<file path="src/shared/timer_counter_regs.svh">
`ifndef TIMER_COUNTER_REGS_SVH
`define TIMER_COUNTER_REGS_SVH

// ----------------------------------------
// Register byte addresses
// ----------------------------------------
`define CMP_A_LO_ADDR    16'h0020
`define CMP_A_HI_ADDR    16'h0021
`define CMP_B_LO_ADDR    16'h0022
`define CMP_B_HI_ADDR    16'h0023
`define TIMER_CTRL_ADDR  16'h0032

// ----------------------------------------
// Reset values
// ----------------------------------------
`define CMP_RESET        16'h0fff
`define CTRL_RESET       8'h00

// ----------------------------------------
// Control field positions
// ----------------------------------------
`define CTRL_OUTFF_BIT   7
`define CTRL_BIT6        6
`define CTRL_START_HI    5
`define CTRL_START_LO    4
`define CTRL_SRC_HI      3
`define CTRL_SRC_LO      2
`define CTRL_MODE_HI     1
`define CTRL_MODE_LO     0

// ----------------------------------------
// Divider taps and widths
// ----------------------------------------
`define DIV_W            13
`define TAP_SLOW         4'hb
`define TAP_MID          4'h7
`define TAP_FAST         4'h3
`define LF_DIV_W         3

`endif

</file>
<file path="src/shared/timer_counter_pkg.sv">
package timer_counter_pkg;

   typedef enum logic [1:0] {
      MODE_TIMER,
      MODE_WINDOW,
      MODE_PULSE,
      MODE_PPG
   } opmode_t;

   typedef enum logic [1:0] {
      START_STOP,
      START_COMMAND,
      START_RISE,
      START_FALL
   } start_t;

   typedef enum logic [1:0] {
      SRC_SLOW,
      SRC_MID,
      SRC_FAST,
      SRC_EXTERNAL
   } clksrc_t;

endpackage

</file>
<file path="src/shared/timer_clock_if.sv">
`timescale 1ns/1ns
`default_nettype none

interface timer_clock_if;
   import timer_counter_pkg::*;
   clksrc_t srcSel;
   logic    dv7;
   logic    dv1;
   logic    slowMode;
   logic    edgeFall;
   logic    srcTick;
   logic    pinLevel;
   logic    pinRise;
   logic    pinFall;

   modport source (
      input  srcSel, dv7, dv1, slowMode, edgeFall,
      output srcTick, pinLevel, pinRise, pinFall
   );

   modport user (
      output srcSel, dv7, dv1, slowMode, edgeFall,
      input  srcTick, pinLevel, pinRise, pinFall
   );
endinterface

`default_nettype wire

</file>
<file path="src/timer_clock_source.sv">
`timescale 1ns/1ns
`default_nettype none
`include "timer_counter_regs.svh"

module timer_clock_source import timer_counter_pkg::*; (
   input  wire logic     sys_clk,
   input  wire logic     reset,
   input  wire logic     timerInputPin,
   input  wire logic     lowFreqClk,
   timer_clock_if.source clkIf
);

   // ----------------------------------------
   // State
   // ----------------------------------------
   logic [1:0]           sync1_r, sync1_nxt;
   logic [1:0]           sync2_r, sync2_nxt;
   logic [1:0]           sync3_r, sync3_nxt;
   logic [`DIV_W-1:0]    div_r, div_nxt;
   logic [`LF_DIV_W-1:0] lf_r, lf_nxt;
   logic                 tapPrev_r, tapPrev_nxt;
   logic                 tick_r, tick_nxt;
   logic                 rise_r, rise_nxt;
   logic                 fall_r, fall_nxt;
   logic                 level_r, level_nxt;
   logic                 tapBit;

   function automatic logic [3:0] tapIndex(input clksrc_t s, input logic dv1);
      logic [3:0] base;
      base = (s == SRC_SLOW) ? `TAP_SLOW : (s == SRC_MID) ? `TAP_MID : `TAP_FAST;
      return base + {3'h0, dv1};
   endfunction

   // ----------------------------------------
   // Next state
   // ----------------------------------------
   always_comb begin
      sync1_nxt   = {lowFreqClk, timerInputPin};
      sync2_nxt   = sync1_r;
      sync3_nxt   = sync2_r;
      div_nxt     = div_r + {{(`DIV_W-1){1'b0}}, 1'b1};
      lf_nxt      = lf_r + {{(`LF_DIV_W-1){1'b0}}, sync2_r[1] & ~sync3_r[1]};
      rise_nxt    = sync2_r[0] & ~sync3_r[0];
      fall_nxt    = ~sync2_r[0] & sync3_r[0];
      level_nxt   = sync2_r[0];
      // Low-frequency tap for the slow source, in slow mode or when the divider is fed from it
      if (clkIf.srcSel == SRC_SLOW && (clkIf.slowMode || clkIf.dv7)) begin
         tapBit = lf_r[`LF_DIV_W-1];
      end else begin
         tapBit = div_r[tapIndex(clkIf.srcSel, clkIf.dv1)];
      end
      tapPrev_nxt = tapBit;
      if (clkIf.srcSel == SRC_EXTERNAL) begin
         tick_nxt = clkIf.edgeFall ? fall_nxt : rise_nxt;
      end else if (clkIf.slowMode && clkIf.srcSel != SRC_SLOW) begin
         tick_nxt = 1'b0;
      end else begin
         tick_nxt = tapBit & ~tapPrev_r;
      end
   end

   always_ff @(posedge sys_clk) begin
      if (reset) begin
         sync1_r   <= 2'h0;
         sync2_r   <= 2'h0;
         sync3_r   <= 2'h0;
         div_r     <= '0;
         lf_r      <= '0;
         tapPrev_r <= 1'b0;
         tick_r    <= 1'b0;
         rise_r    <= 1'b0;
         fall_r    <= 1'b0;
         level_r   <= 1'b0;
      end else begin
         sync1_r   <= sync1_nxt;
         sync2_r   <= sync2_nxt;
         sync3_r   <= sync3_nxt;
         div_r     <= div_nxt;
         lf_r      <= lf_nxt;
         tapPrev_r <= tapPrev_nxt;
         tick_r    <= tick_nxt;
         rise_r    <= rise_nxt;
         fall_r    <= fall_nxt;
         level_r   <= level_nxt;
      end
   end

   assign clkIf.srcTick  = tick_r;
   assign clkIf.pinRise  = rise_r;
   assign clkIf.pinFall  = fall_r;
   assign clkIf.pinLevel = level_r;
endmodule

`default_nettype wire

</file>
<file path="src/timer_counter_control.sv">
// Local design decision: strobed register access.
`timescale 1ns/1ns
`default_nettype none
`include "timer_counter_regs.svh"

// How it works
// - Timer value applies at next source tick
// - Lower byte write alone changes nothing
// - B accepts writes only in pulse output
// - Stop power mode clears start field
// - Auto-capture copies counter each source tick
// - Mode field decodes four operating modes
// - Start field: stop, command, rising, falling
// - Source field: three divider taps, pin
// - Bit six meaning depends on mode
// - Timer match raises interrupt, clears counter
module timer_counter_control import timer_counter_pkg::*; (
   input  wire logic        sys_clk,
   input  wire logic        reset,
   input  wire logic [15:0] regAddr,
   input  wire logic [7:0]  regWrData,
   input  wire logic        regWrEn,
   input  wire logic        regRdEn,
   output logic      [7:0]  regRdData,
   input  wire logic        timerInputPin,
   input  wire logic        lowFreqClk,
   input  wire logic        dividerStageSelect,
   input  wire logic        prescaleSelect,
   input  wire logic        slowMode,
   input  wire logic        stopModeEntry,
   output logic             timerMatchInterrupt,
   output logic             timerOutput
);

   // ----------------------------------------
   // State
   // ----------------------------------------
   logic [7:0]  ctrl_r, ctrl_nxt;
   logic [15:0] holdA_r, holdA_nxt;
   logic [15:0] holdB_r, holdB_nxt;
   logic [15:0] activeA_r, activeA_nxt;
   logic [15:0] activeB_r, activeB_nxt;
   logic [15:0] counter_r, counter_nxt;
   logic        pendA_r, pendA_nxt;
   logic        pendB_r, pendB_nxt;
   logic        running_r, running_nxt;
   logic        irq_r, irq_nxt;
   logic        outFF_r, outFF_nxt;
   logic [7:0]  rdData_r, rdData_nxt;

   logic        wrALo, wrAHi, wrBLo, wrBHi, wrCtrl;
   opmode_t     mode;
   start_t      start;
   clksrc_t     src;
   logic        modeBit6;
   logic        trigOn, trigOff;
   logic        plainTimer;
   logic        autoCapture;
   logic        matchA;

   timer_clock_if clkIf ();

   function automatic logic edgeSeen(input start_t s, input logic rise, input logic fall);
      return (s == START_RISE) ? rise : (s == START_FALL) ? fall : 1'b0;
   endfunction

   // ----------------------------------------
   // Field decode
   // ----------------------------------------
   assign mode     = opmode_t'(ctrl_r[`CTRL_MODE_HI:`CTRL_MODE_LO]);
   assign start    = start_t'(ctrl_r[`CTRL_START_HI:`CTRL_START_LO]);
   assign src      = clksrc_t'(ctrl_r[`CTRL_SRC_HI:`CTRL_SRC_LO]);
   assign modeBit6 = ctrl_r[`CTRL_BIT6];
   assign trigOn   = edgeSeen(start, clkIf.pinRise, clkIf.pinFall);
   assign trigOff  = edgeSeen(start, clkIf.pinFall, clkIf.pinRise);
   // Command start or pin-clocked counting; otherwise mode 00 is trigger-started
   assign plainTimer  = mode == MODE_TIMER && (start == START_COMMAND || src == SRC_EXTERNAL);
   // Bit 6 is capture enable only where capture exists; elsewhere it is trigger stop, or one-shot stop at match in PPG
   assign autoCapture = modeBit6 && start != START_STOP
                        && (plainTimer || mode == MODE_WINDOW);
   assign matchA      = counter_r == activeA_r && mode != MODE_PULSE;

   assign clkIf.srcSel   = src;
   assign clkIf.dv7      = dividerStageSelect;
   assign clkIf.dv1      = prescaleSelect;
   assign clkIf.slowMode = slowMode;
   assign clkIf.edgeFall = start == START_FALL;

   timer_clock_source timer_clock_source_i (
      .sys_clk       (sys_clk),
      .reset         (reset),
      .timerInputPin (timerInputPin),
      .lowFreqClk    (lowFreqClk),
      .clkIf         (clkIf.source)
   );

   // ----------------------------------------
   // Write address decode
   // ----------------------------------------
   always_comb begin
      wrALo  = 1'b0;
      wrAHi  = 1'b0;
      wrBLo  = 1'b0;
      wrBHi  = 1'b0;
      wrCtrl = 1'b0;
      if (regWrEn) begin
         if (regAddr == `CMP_A_LO_ADDR) begin
            wrALo = 1'b1;
         end else if (regAddr == `CMP_A_HI_ADDR) begin
            wrAHi = 1'b1;
         end else if (regAddr == `CMP_B_LO_ADDR) begin
            wrBLo = 1'b1;
         end else if (regAddr == `CMP_B_HI_ADDR) begin
            wrBHi = 1'b1;
         end else if (regAddr == `TIMER_CTRL_ADDR) begin
            wrCtrl = 1'b1;
         end
      end
   end

   // ----------------------------------------
   // Next state
   // ----------------------------------------
   always_comb begin
      ctrl_nxt    = ctrl_r;
      holdA_nxt   = holdA_r;
      holdB_nxt   = holdB_r;
      activeA_nxt = activeA_r;
      activeB_nxt = activeB_r;
      counter_nxt = counter_r;
      pendA_nxt   = pendA_r;
      pendB_nxt   = pendB_r;
      running_nxt = running_r;
      irq_nxt     = 1'b0;
      outFF_nxt   = outFF_r;
      rdData_nxt  = 8'h00;

      if (wrCtrl) begin
         ctrl_nxt = regWrData;
      end
      // Holding stages; only the upper byte arms the transfer
      if (wrALo) begin
         holdA_nxt[7:0] = regWrData;
      end
      if (wrAHi) begin
         holdA_nxt[15:8] = regWrData;
         pendA_nxt       = 1'b1;
      end
      if (mode == MODE_PPG) begin
         if (wrBLo) begin
            holdB_nxt[7:0] = regWrData;
         end
         if (wrBHi) begin
            holdB_nxt[15:8] = regWrData;
            pendB_nxt       = 1'b1;
         end
      end
      // A fresh upper write in the tick cycle keeps the flag armed
      if (clkIf.srcTick && pendA_r && !wrAHi) begin
         activeA_nxt = holdA_r;
         pendA_nxt   = 1'b0;
      end
      if (clkIf.srcTick && pendB_r && !(wrBHi && mode == MODE_PPG)) begin
         activeB_nxt = holdB_r;
         pendB_nxt   = 1'b0;
      end

      if (start == START_STOP) begin
         counter_nxt = 16'h0000;
         running_nxt = 1'b0;
         outFF_nxt   = ctrl_r[`CTRL_OUTFF_BIT];
      end else begin
         case (mode)
            MODE_TIMER: begin
               if (plainTimer) begin
                  running_nxt = 1'b1;
               end else if (trigOn && !running_r) begin
                  running_nxt = 1'b1;
               end else if (trigOff && running_r && modeBit6) begin
                  running_nxt = 1'b0;
                  counter_nxt = 16'h0000;
               end
            end
            MODE_WINDOW: begin
               running_nxt = (start == START_RISE) ? clkIf.pinLevel
                           : (start == START_FALL) ? !clkIf.pinLevel : 1'b0;
            end
            MODE_PULSE: begin
               if (trigOn && !running_r) begin
                  running_nxt = 1'b1;
                  counter_nxt = 16'h0000;
               end else if (running_r && (trigOff || (trigOn && !modeBit6))) begin
                  activeB_nxt = counter_r;
                  irq_nxt     = 1'b1;
                  if (modeBit6) begin
                     running_nxt = 1'b0;
                     counter_nxt = 16'h0000;
                  end
               end
            end
            MODE_PPG: begin
               if (start == START_COMMAND || (trigOn && !running_r)) begin
                  running_nxt = 1'b1;
               end
            end
            default: begin
            end
         endcase
         if (clkIf.srcTick && running_r) begin
            if (matchA) begin
               counter_nxt = 16'h0000;
               irq_nxt     = 1'b1;
               if (mode == MODE_TIMER && !plainTimer) begin
                  running_nxt = 1'b0;
               end
               if (mode == MODE_PPG) begin
                  outFF_nxt = !outFF_r;
                  if (modeBit6) begin
                     running_nxt = 1'b0;
                     ctrl_nxt[`CTRL_START_HI:`CTRL_START_LO] = 2'b00;
                  end
               end
            end else begin
               counter_nxt = counter_r + 16'h0001;
               if (mode == MODE_PPG && counter_r == activeB_r) begin
                  outFF_nxt = !outFF_r;
               end
            end
         end
      end
      if (clkIf.srcTick && autoCapture) begin
         activeB_nxt = counter_r;
      end
      // Power-down beats a same-cycle software start
      if (stopModeEntry) begin
         ctrl_nxt[`CTRL_START_HI:`CTRL_START_LO] = 2'b00;
      end

      if (regRdEn) begin
         if (regAddr == `CMP_A_LO_ADDR) begin
            rdData_nxt = activeA_r[7:0];
         end else if (regAddr == `CMP_A_HI_ADDR) begin
            rdData_nxt = activeA_r[15:8];
         end else if (regAddr == `CMP_B_LO_ADDR) begin
            rdData_nxt = activeB_r[7:0];
         end else if (regAddr == `CMP_B_HI_ADDR) begin
            rdData_nxt = activeB_r[15:8];
         end else if (regAddr == `TIMER_CTRL_ADDR) begin
            rdData_nxt = ctrl_r;
         end
      end
   end

   always_ff @(posedge sys_clk) begin
      if (reset) begin
         ctrl_r    <= `CTRL_RESET;
         holdA_r   <= `CMP_RESET;
         holdB_r   <= `CMP_RESET;
         activeA_r <= `CMP_RESET;
         activeB_r <= `CMP_RESET;
         counter_r <= 16'h0000;
         pendA_r   <= 1'b0;
         pendB_r   <= 1'b0;
         running_r <= 1'b0;
         irq_r     <= 1'b0;
         outFF_r   <= 1'b0;
         rdData_r  <= 8'h00;
      end else begin
         ctrl_r    <= ctrl_nxt;
         holdA_r   <= holdA_nxt;
         holdB_r   <= holdB_nxt;
         activeA_r <= activeA_nxt;
         activeB_r <= activeB_nxt;
         counter_r <= counter_nxt;
         pendA_r   <= pendA_nxt;
         pendB_r   <= pendB_nxt;
         running_r <= running_nxt;
         irq_r     <= irq_nxt;
         outFF_r   <= outFF_nxt;
         rdData_r  <= rdData_nxt;
      end
   end

   assign regRdData           = rdData_r;
   assign timerMatchInterrupt = irq_r;
   assign timerOutput         = outFF_r;
endmodule

`default_nettype wire

</file>
<file path="config.mk">
export PLATFORM = sky130hd
export DESIGN_NAME = timer_counter_control
export DESIGN_NICKNAME = d
export VERILOG_FILES = /design/src/shared/timer_counter_pkg.sv /design/src/shared/timer_clock_if.sv /design/src/timer_clock_source.sv /design/src/timer_counter_control.sv
export VERILOG_INCLUDE_DIRS = /design/src /design/src/shared
export SDC_FILE = /design/constraint.sdc
export NUM_CORES = 1
export LEC_CHECK = 0
export ABC_AREA = 0
export ABC_CLOCK_PERIOD_IN_PS = 2220
export BUFFER_PORTS_ARGS = -buffer_cell sky130_fd_sc_hd__buf_2
export CORE_MARGIN = 3
export CORE_UTILIZATION = 54
export CTS_CLUSTER_SIZE = 12
export DETAILED_ROUTE_END_ITERATION = 10
export PLACE_DENSITY = 0.82
export SLEW_MARGIN = 20
export SYNTH_ARGS = -nofsm -noshare
export SYNTH_HDL_FRONTEND = slang
export SYNTH_SLANG_ARGS = --single-unit
</file>
<file path="constraint.sdc">
create_clock -name sys_clk -period 2.22 [get_ports sys_clk]
set_input_delay 0.444 -clock sys_clk [delete_from_list [all_inputs] [get_ports sys_clk]]
set_output_delay 0.444 -clock sys_clk [all_outputs]
set_load 0.02 [all_outputs]
</file>
==> reports/summary.md <==
Status
- complete, no violations — status

Routing
- 19.3 µm — Wirelength per Cell
- 5 — number of optimization iterations in the first detailed-route pass
- 16,800 µm — final WL
- 0 — Post-DRT Antenna Nets
- 5,270 — total via count in the routed design
- 0 — DRC violation count after routing
- 427 — Starting DRT DRC Count
- 6.06 — via-per-instance ratio

Yosys
- 127 — flip-flop and latch count after synthesis
- sky130_fd_sc_hd__dfxtp_1 — leading area contributor after synthesis
- 685 — number of nets in the synthesized netlist
- 0.0714 — xor-xnor portion of the synthesized cell area
- 0.173 — synthesized-area fraction occupied by ao, oa, aoi and oai cells
- 0.415 — sequential-to-total area share from yosys stat
- sky130_fd_sc_hd__dfxtp_1 (41%), sky130_fd_sc_hd__a211o_1 (7.1%), sky130_fd_sc_hd__mux2i_1 (6.2%), sky130_fd_sc_hd__xor2_1 (5.6%), sky130_fd_sc_hd__nor2b_1 (5.3%) — dominant cells by area after synthesis
- 0.0774 — share of cell area taken by muxes after synthesis
- 0 — total number of yosys warnings
- 6130 µm² — mapped cell area
- 646 — synthesized instance count
- simple AND/OR/NAND/NOR gates — largest family of logic cells by synthesized area
- 0 — number of synthesized flops with an enable pin
- 9.49 µm² — post-synthesis average cell area
- sky130_fd_sc_hd__dfxtp_1 — dominant register cell in the synthesized netlist
- 0.207 — simple-gate share of the synthesized area
- 69 — number of distinct standard cells referenced by the synthesized netlist
- 0.415 — post-synth top area share
- 0.0118 — post-synthesis adder-cell area fraction
- 0 — Async S/R FF share, synth

Clock tree
- yes — clock tree from TritonCTS
- 60 ps — register clock-pin slew on the reported worst setup and hold paths
- sky130_fd_sc_hd__clkbuf_16 — root buf cell
- 127 — number of clock sinks seen by CTS
- 17 — CTS buffer count
- 0 — Hold Buf Count CTS
- 0 — post-CTS repair timing setup buffer count
- 2 — number of buffers on the longest clock path
- 420 ps — insertion delay to the later sink of the worst-skew pair
- 4 — CTS H-tree lvls
- 0 — Resize count post-CTS

Critical path
- counter_r[9] — endpoint of the most critical setup path
- register — kind of end point of the critical path
- 5 — critical-path maximum fanout
- reg2reg — type of the setup path with the least slack
- register — Critical Path Source Type
- 2430 ps — signal arrival time at the worst endpoint
- 110 ps — worst reg2reg setup slack
- 6 — Worst Reg2Reg Path Length in Cells
- ctrl_r[4] — worst reg2reg startpoint
- ctrl_r[4] — CP Launch Point
- counter_r[9] — Crit Reg-Reg Endpoint
- 2540 ps — required time at the worst-slack endpoint

Power and ir drop
- 581 µV — IR Drop Worst-Case VDD
- 2.86 nW — leakage dissipation
- 5.35 mW — Pwr Total
- 729 nW/µm² — power per unit of standard cell area

Cells and area
- sky130_fd_sc_hd__dfxtp_1 — most common cell after layout, fill and taps aside
- 819 — layout filler cell count
- 19.6% — synthesis-to-finish area growth
- 2540 µm² — sequential cell area
- sky130_fd_sc_hd__dfxtp_1 (125), sky130_fd_sc_hd__nor2_1 (67), sky130_fd_sc_hd__nor2b_1 (52), sky130_fd_sc_hd__buf_4 (51), sky130_fd_sc_hd__a211o_1 (50) — most used cells in the layout excluding fill and tap cells
- 755 — Post-layout nets
- 0 — Antenna Cells
- 3330 µm² — area taken by multi-input logic gates
- 0.213 — share of final-layout standard cells stronger than drive strength 1
- 0.667 — Util after Layout

Flow run
- 0 — Maximum Capacitance Violations

GRT
- 0 — antenna violations before repair
- 0.0695 — GRT met3 Usage
- 0 — total congestion overflow
- 0.325 — met1 GRT Util
- 27,100 µm — global-route wire length before repair
- met2 — Most Crowded Layer GR
- 43 — maximum number of pins on one net before global-route repair
- 0.451 — routing usage on met2
- 0.271 — Global Route Usage Sum
- 5,384 — number of global-route vias before repair

Timing
- 0.950 — final clock period utilization by the worst path
- 0 — final-report max-slew violation count
- 670 ps — pin slew with the least headroom to its limit
- 0 — Setup-failing EPs final
- 9.92 ps — Layout Skew
- 0.552 — normalized max-slew margin
- 2110 ps — post-route minimum period
- 0 — Final Hold Viols
- 474 MHz — maximum clock rate
- no — unrepaired setup endpoints after global routing

Worst hold path
- in2reg — kind of path behind the tightest hold check
- timerInputPin — source of the worst hold timing path

Floorplanning
- 44 — I/O Pins
- 38 — number of placement rows
- 113 µm — y dimension of the die
- 11,000 µm² — area of the placeable core
- 113 µm — width of the die
- 0.558 — initial cell density of the core
- 12,700 µm² — full die area

Placed design
- 0.909 — final weighted congestion of routability-driven global placement
- 43 — number of port buffers
- 11,600 µm — sum of net half-perimeters after detailed placement

[power by group]
| part | total, mW | internal (mW) | switching [mW] |
|---|---|---|---|
| combinational | 0.147 | 0.0558 | 0.0910 |
| sequential | 2.30 | 2.29 | 0.00983 |
| clock | 2.90 | 1.81 | 1.08 |
| total | 5.35 | 4.16 | 1.19 |
[per-layer routing]
metal | wire length [µm] | up-vias
met5 | 0 | -
met4 | 615 | 0
met3 | 1190 | 46
met2 | 8280 | 228
met1 | 6720 | 2545
li1 | - | 2451
[cells by family after synthesis]
group                      after synthesis
xor gates and xnor gates                50
muxes                                   45
adders and majority gates                6
buffers and inverters                   50
and+or+nand+nor                        227
AOI/OAI and AO/OA                      141
DFF                                    127
[worst min path at each step]
stage | endpoint | slack (ps) | depth (start not counted)
floorplan | timer_clock_source_i.clkIf.pinFall | 400 | 1
global placement | timer_clock_source_i.clkIf.pinFall | 410 | 1
detailed placement | timer_clock_source_i.clkIf.pinFall | 420 | 1
CTS | timer_clock_source_i.sync1_r[1] | 230 | 2
global route | timer_clock_source_i.sync1_r[0] | 240 | 2
finish | timer_clock_source_i.sync1_r[0] | 240 | 2
[final cells by class]
cell class,instances,share of cell area
clock inverter,14,0.0246
inverter,5,0.00256
timing repair buffer,96,0.0871
clock buffer,18,0.0599
tap,140,0.0239
multi-input combinational,469,0.455
sequential,127,0.347
[worst max-delay path, cell delays in order, from the launching register on]
cell and delay, ps:
sky130_fd_sc_hd__dfxtp_1 440, sky130_fd_sc_hd__mux2i_1 130, sky130_fd_sc_hd__nand4b_4 200, sky130_fd_sc_hd__o21ai_1 280
sky130_fd_sc_hd__nor2_1 160, sky130_fd_sc_hd__or4_1 520, sky130_fd_sc_hd__a311oi_1 280
[Yosys cell counts, types with 3 or more instances]
master                      number
sky130_fd_sc_hd__nand2_1        26
sky130_fd_sc_hd__buf_2          16
sky130_fd_sc_hd__nand4_1         5
sky130_fd_sc_hd__o31ai_1         4
sky130_fd_sc_hd__mux2_1          3
sky130_fd_sc_hd__and2_1          3
sky130_fd_sc_hd__and3_1         11
sky130_fd_sc_hd__or3_1           8
sky130_fd_sc_hd__dfxtp_1       127
sky130_fd_sc_hd__a21oi_1        16
sky130_fd_sc_hd__xnor2_1        11
sky130_fd_sc_hd__or4_1           4
sky130_fd_sc_hd__nand3_1        13
sky130_fd_sc_hd__nor2_1         68
sky130_fd_sc_hd__a31oi_1         8
sky130_fd_sc_hd__nand2b_1        3
sky130_fd_sc_hd__a211o_1        50
sky130_fd_sc_hd__xor2_1         39
sky130_fd_sc_hd__nor3_1          4
sky130_fd_sc_hd__o21ai_0        28
sky130_fd_sc_hd__nor4_1          8
sky130_fd_sc_hd__inv_1           5
sky130_fd_sc_hd__ha_1            5
sky130_fd_sc_hd__mux2i_1        38
sky130_fd_sc_hd__nor2b_1        52
sky130_fd_sc_hd__o2bb2ai_1       8
sky130_fd_sc_hd__buf_4           3
sky130_fd_sc_hd__buf_6           6
sky130_fd_sc_hd__a211oi_1        6
sky130_fd_sc_hd__clkbuf_1       17
[registers in the layout, summed over array words and instances (netlist names), 3 cells and up]
| signal | cells |
|---|---|
| activeA_r | 16 |
| activeB_r | 16 |
| counter_r | 16 |
| ctrl_r | 8 |
| holdA_r | 16 |
| holdB_r | 16 |
| regRdData | 8 |
| timer_clock_source_i.div_r | 13 |
| timer_clock_source_i.lf_r | 3 |
[per-stage QoR]
step	hold WS, ps	instance area (µm²)	setup TNS [ps]	std cells	setup slack [ps]
after floorplan	397	6140	-61.3	646	-30.3
after global placement	412	6700	-11.1	837	-11.1
after detailed placement	419	6700	-2480	837	-125
after CTS	227	7320	0	869	114
after global routing	239	7330	0	869	4.54
final	235	7330	0	869	111
Power figures use the tool's default switching activity.
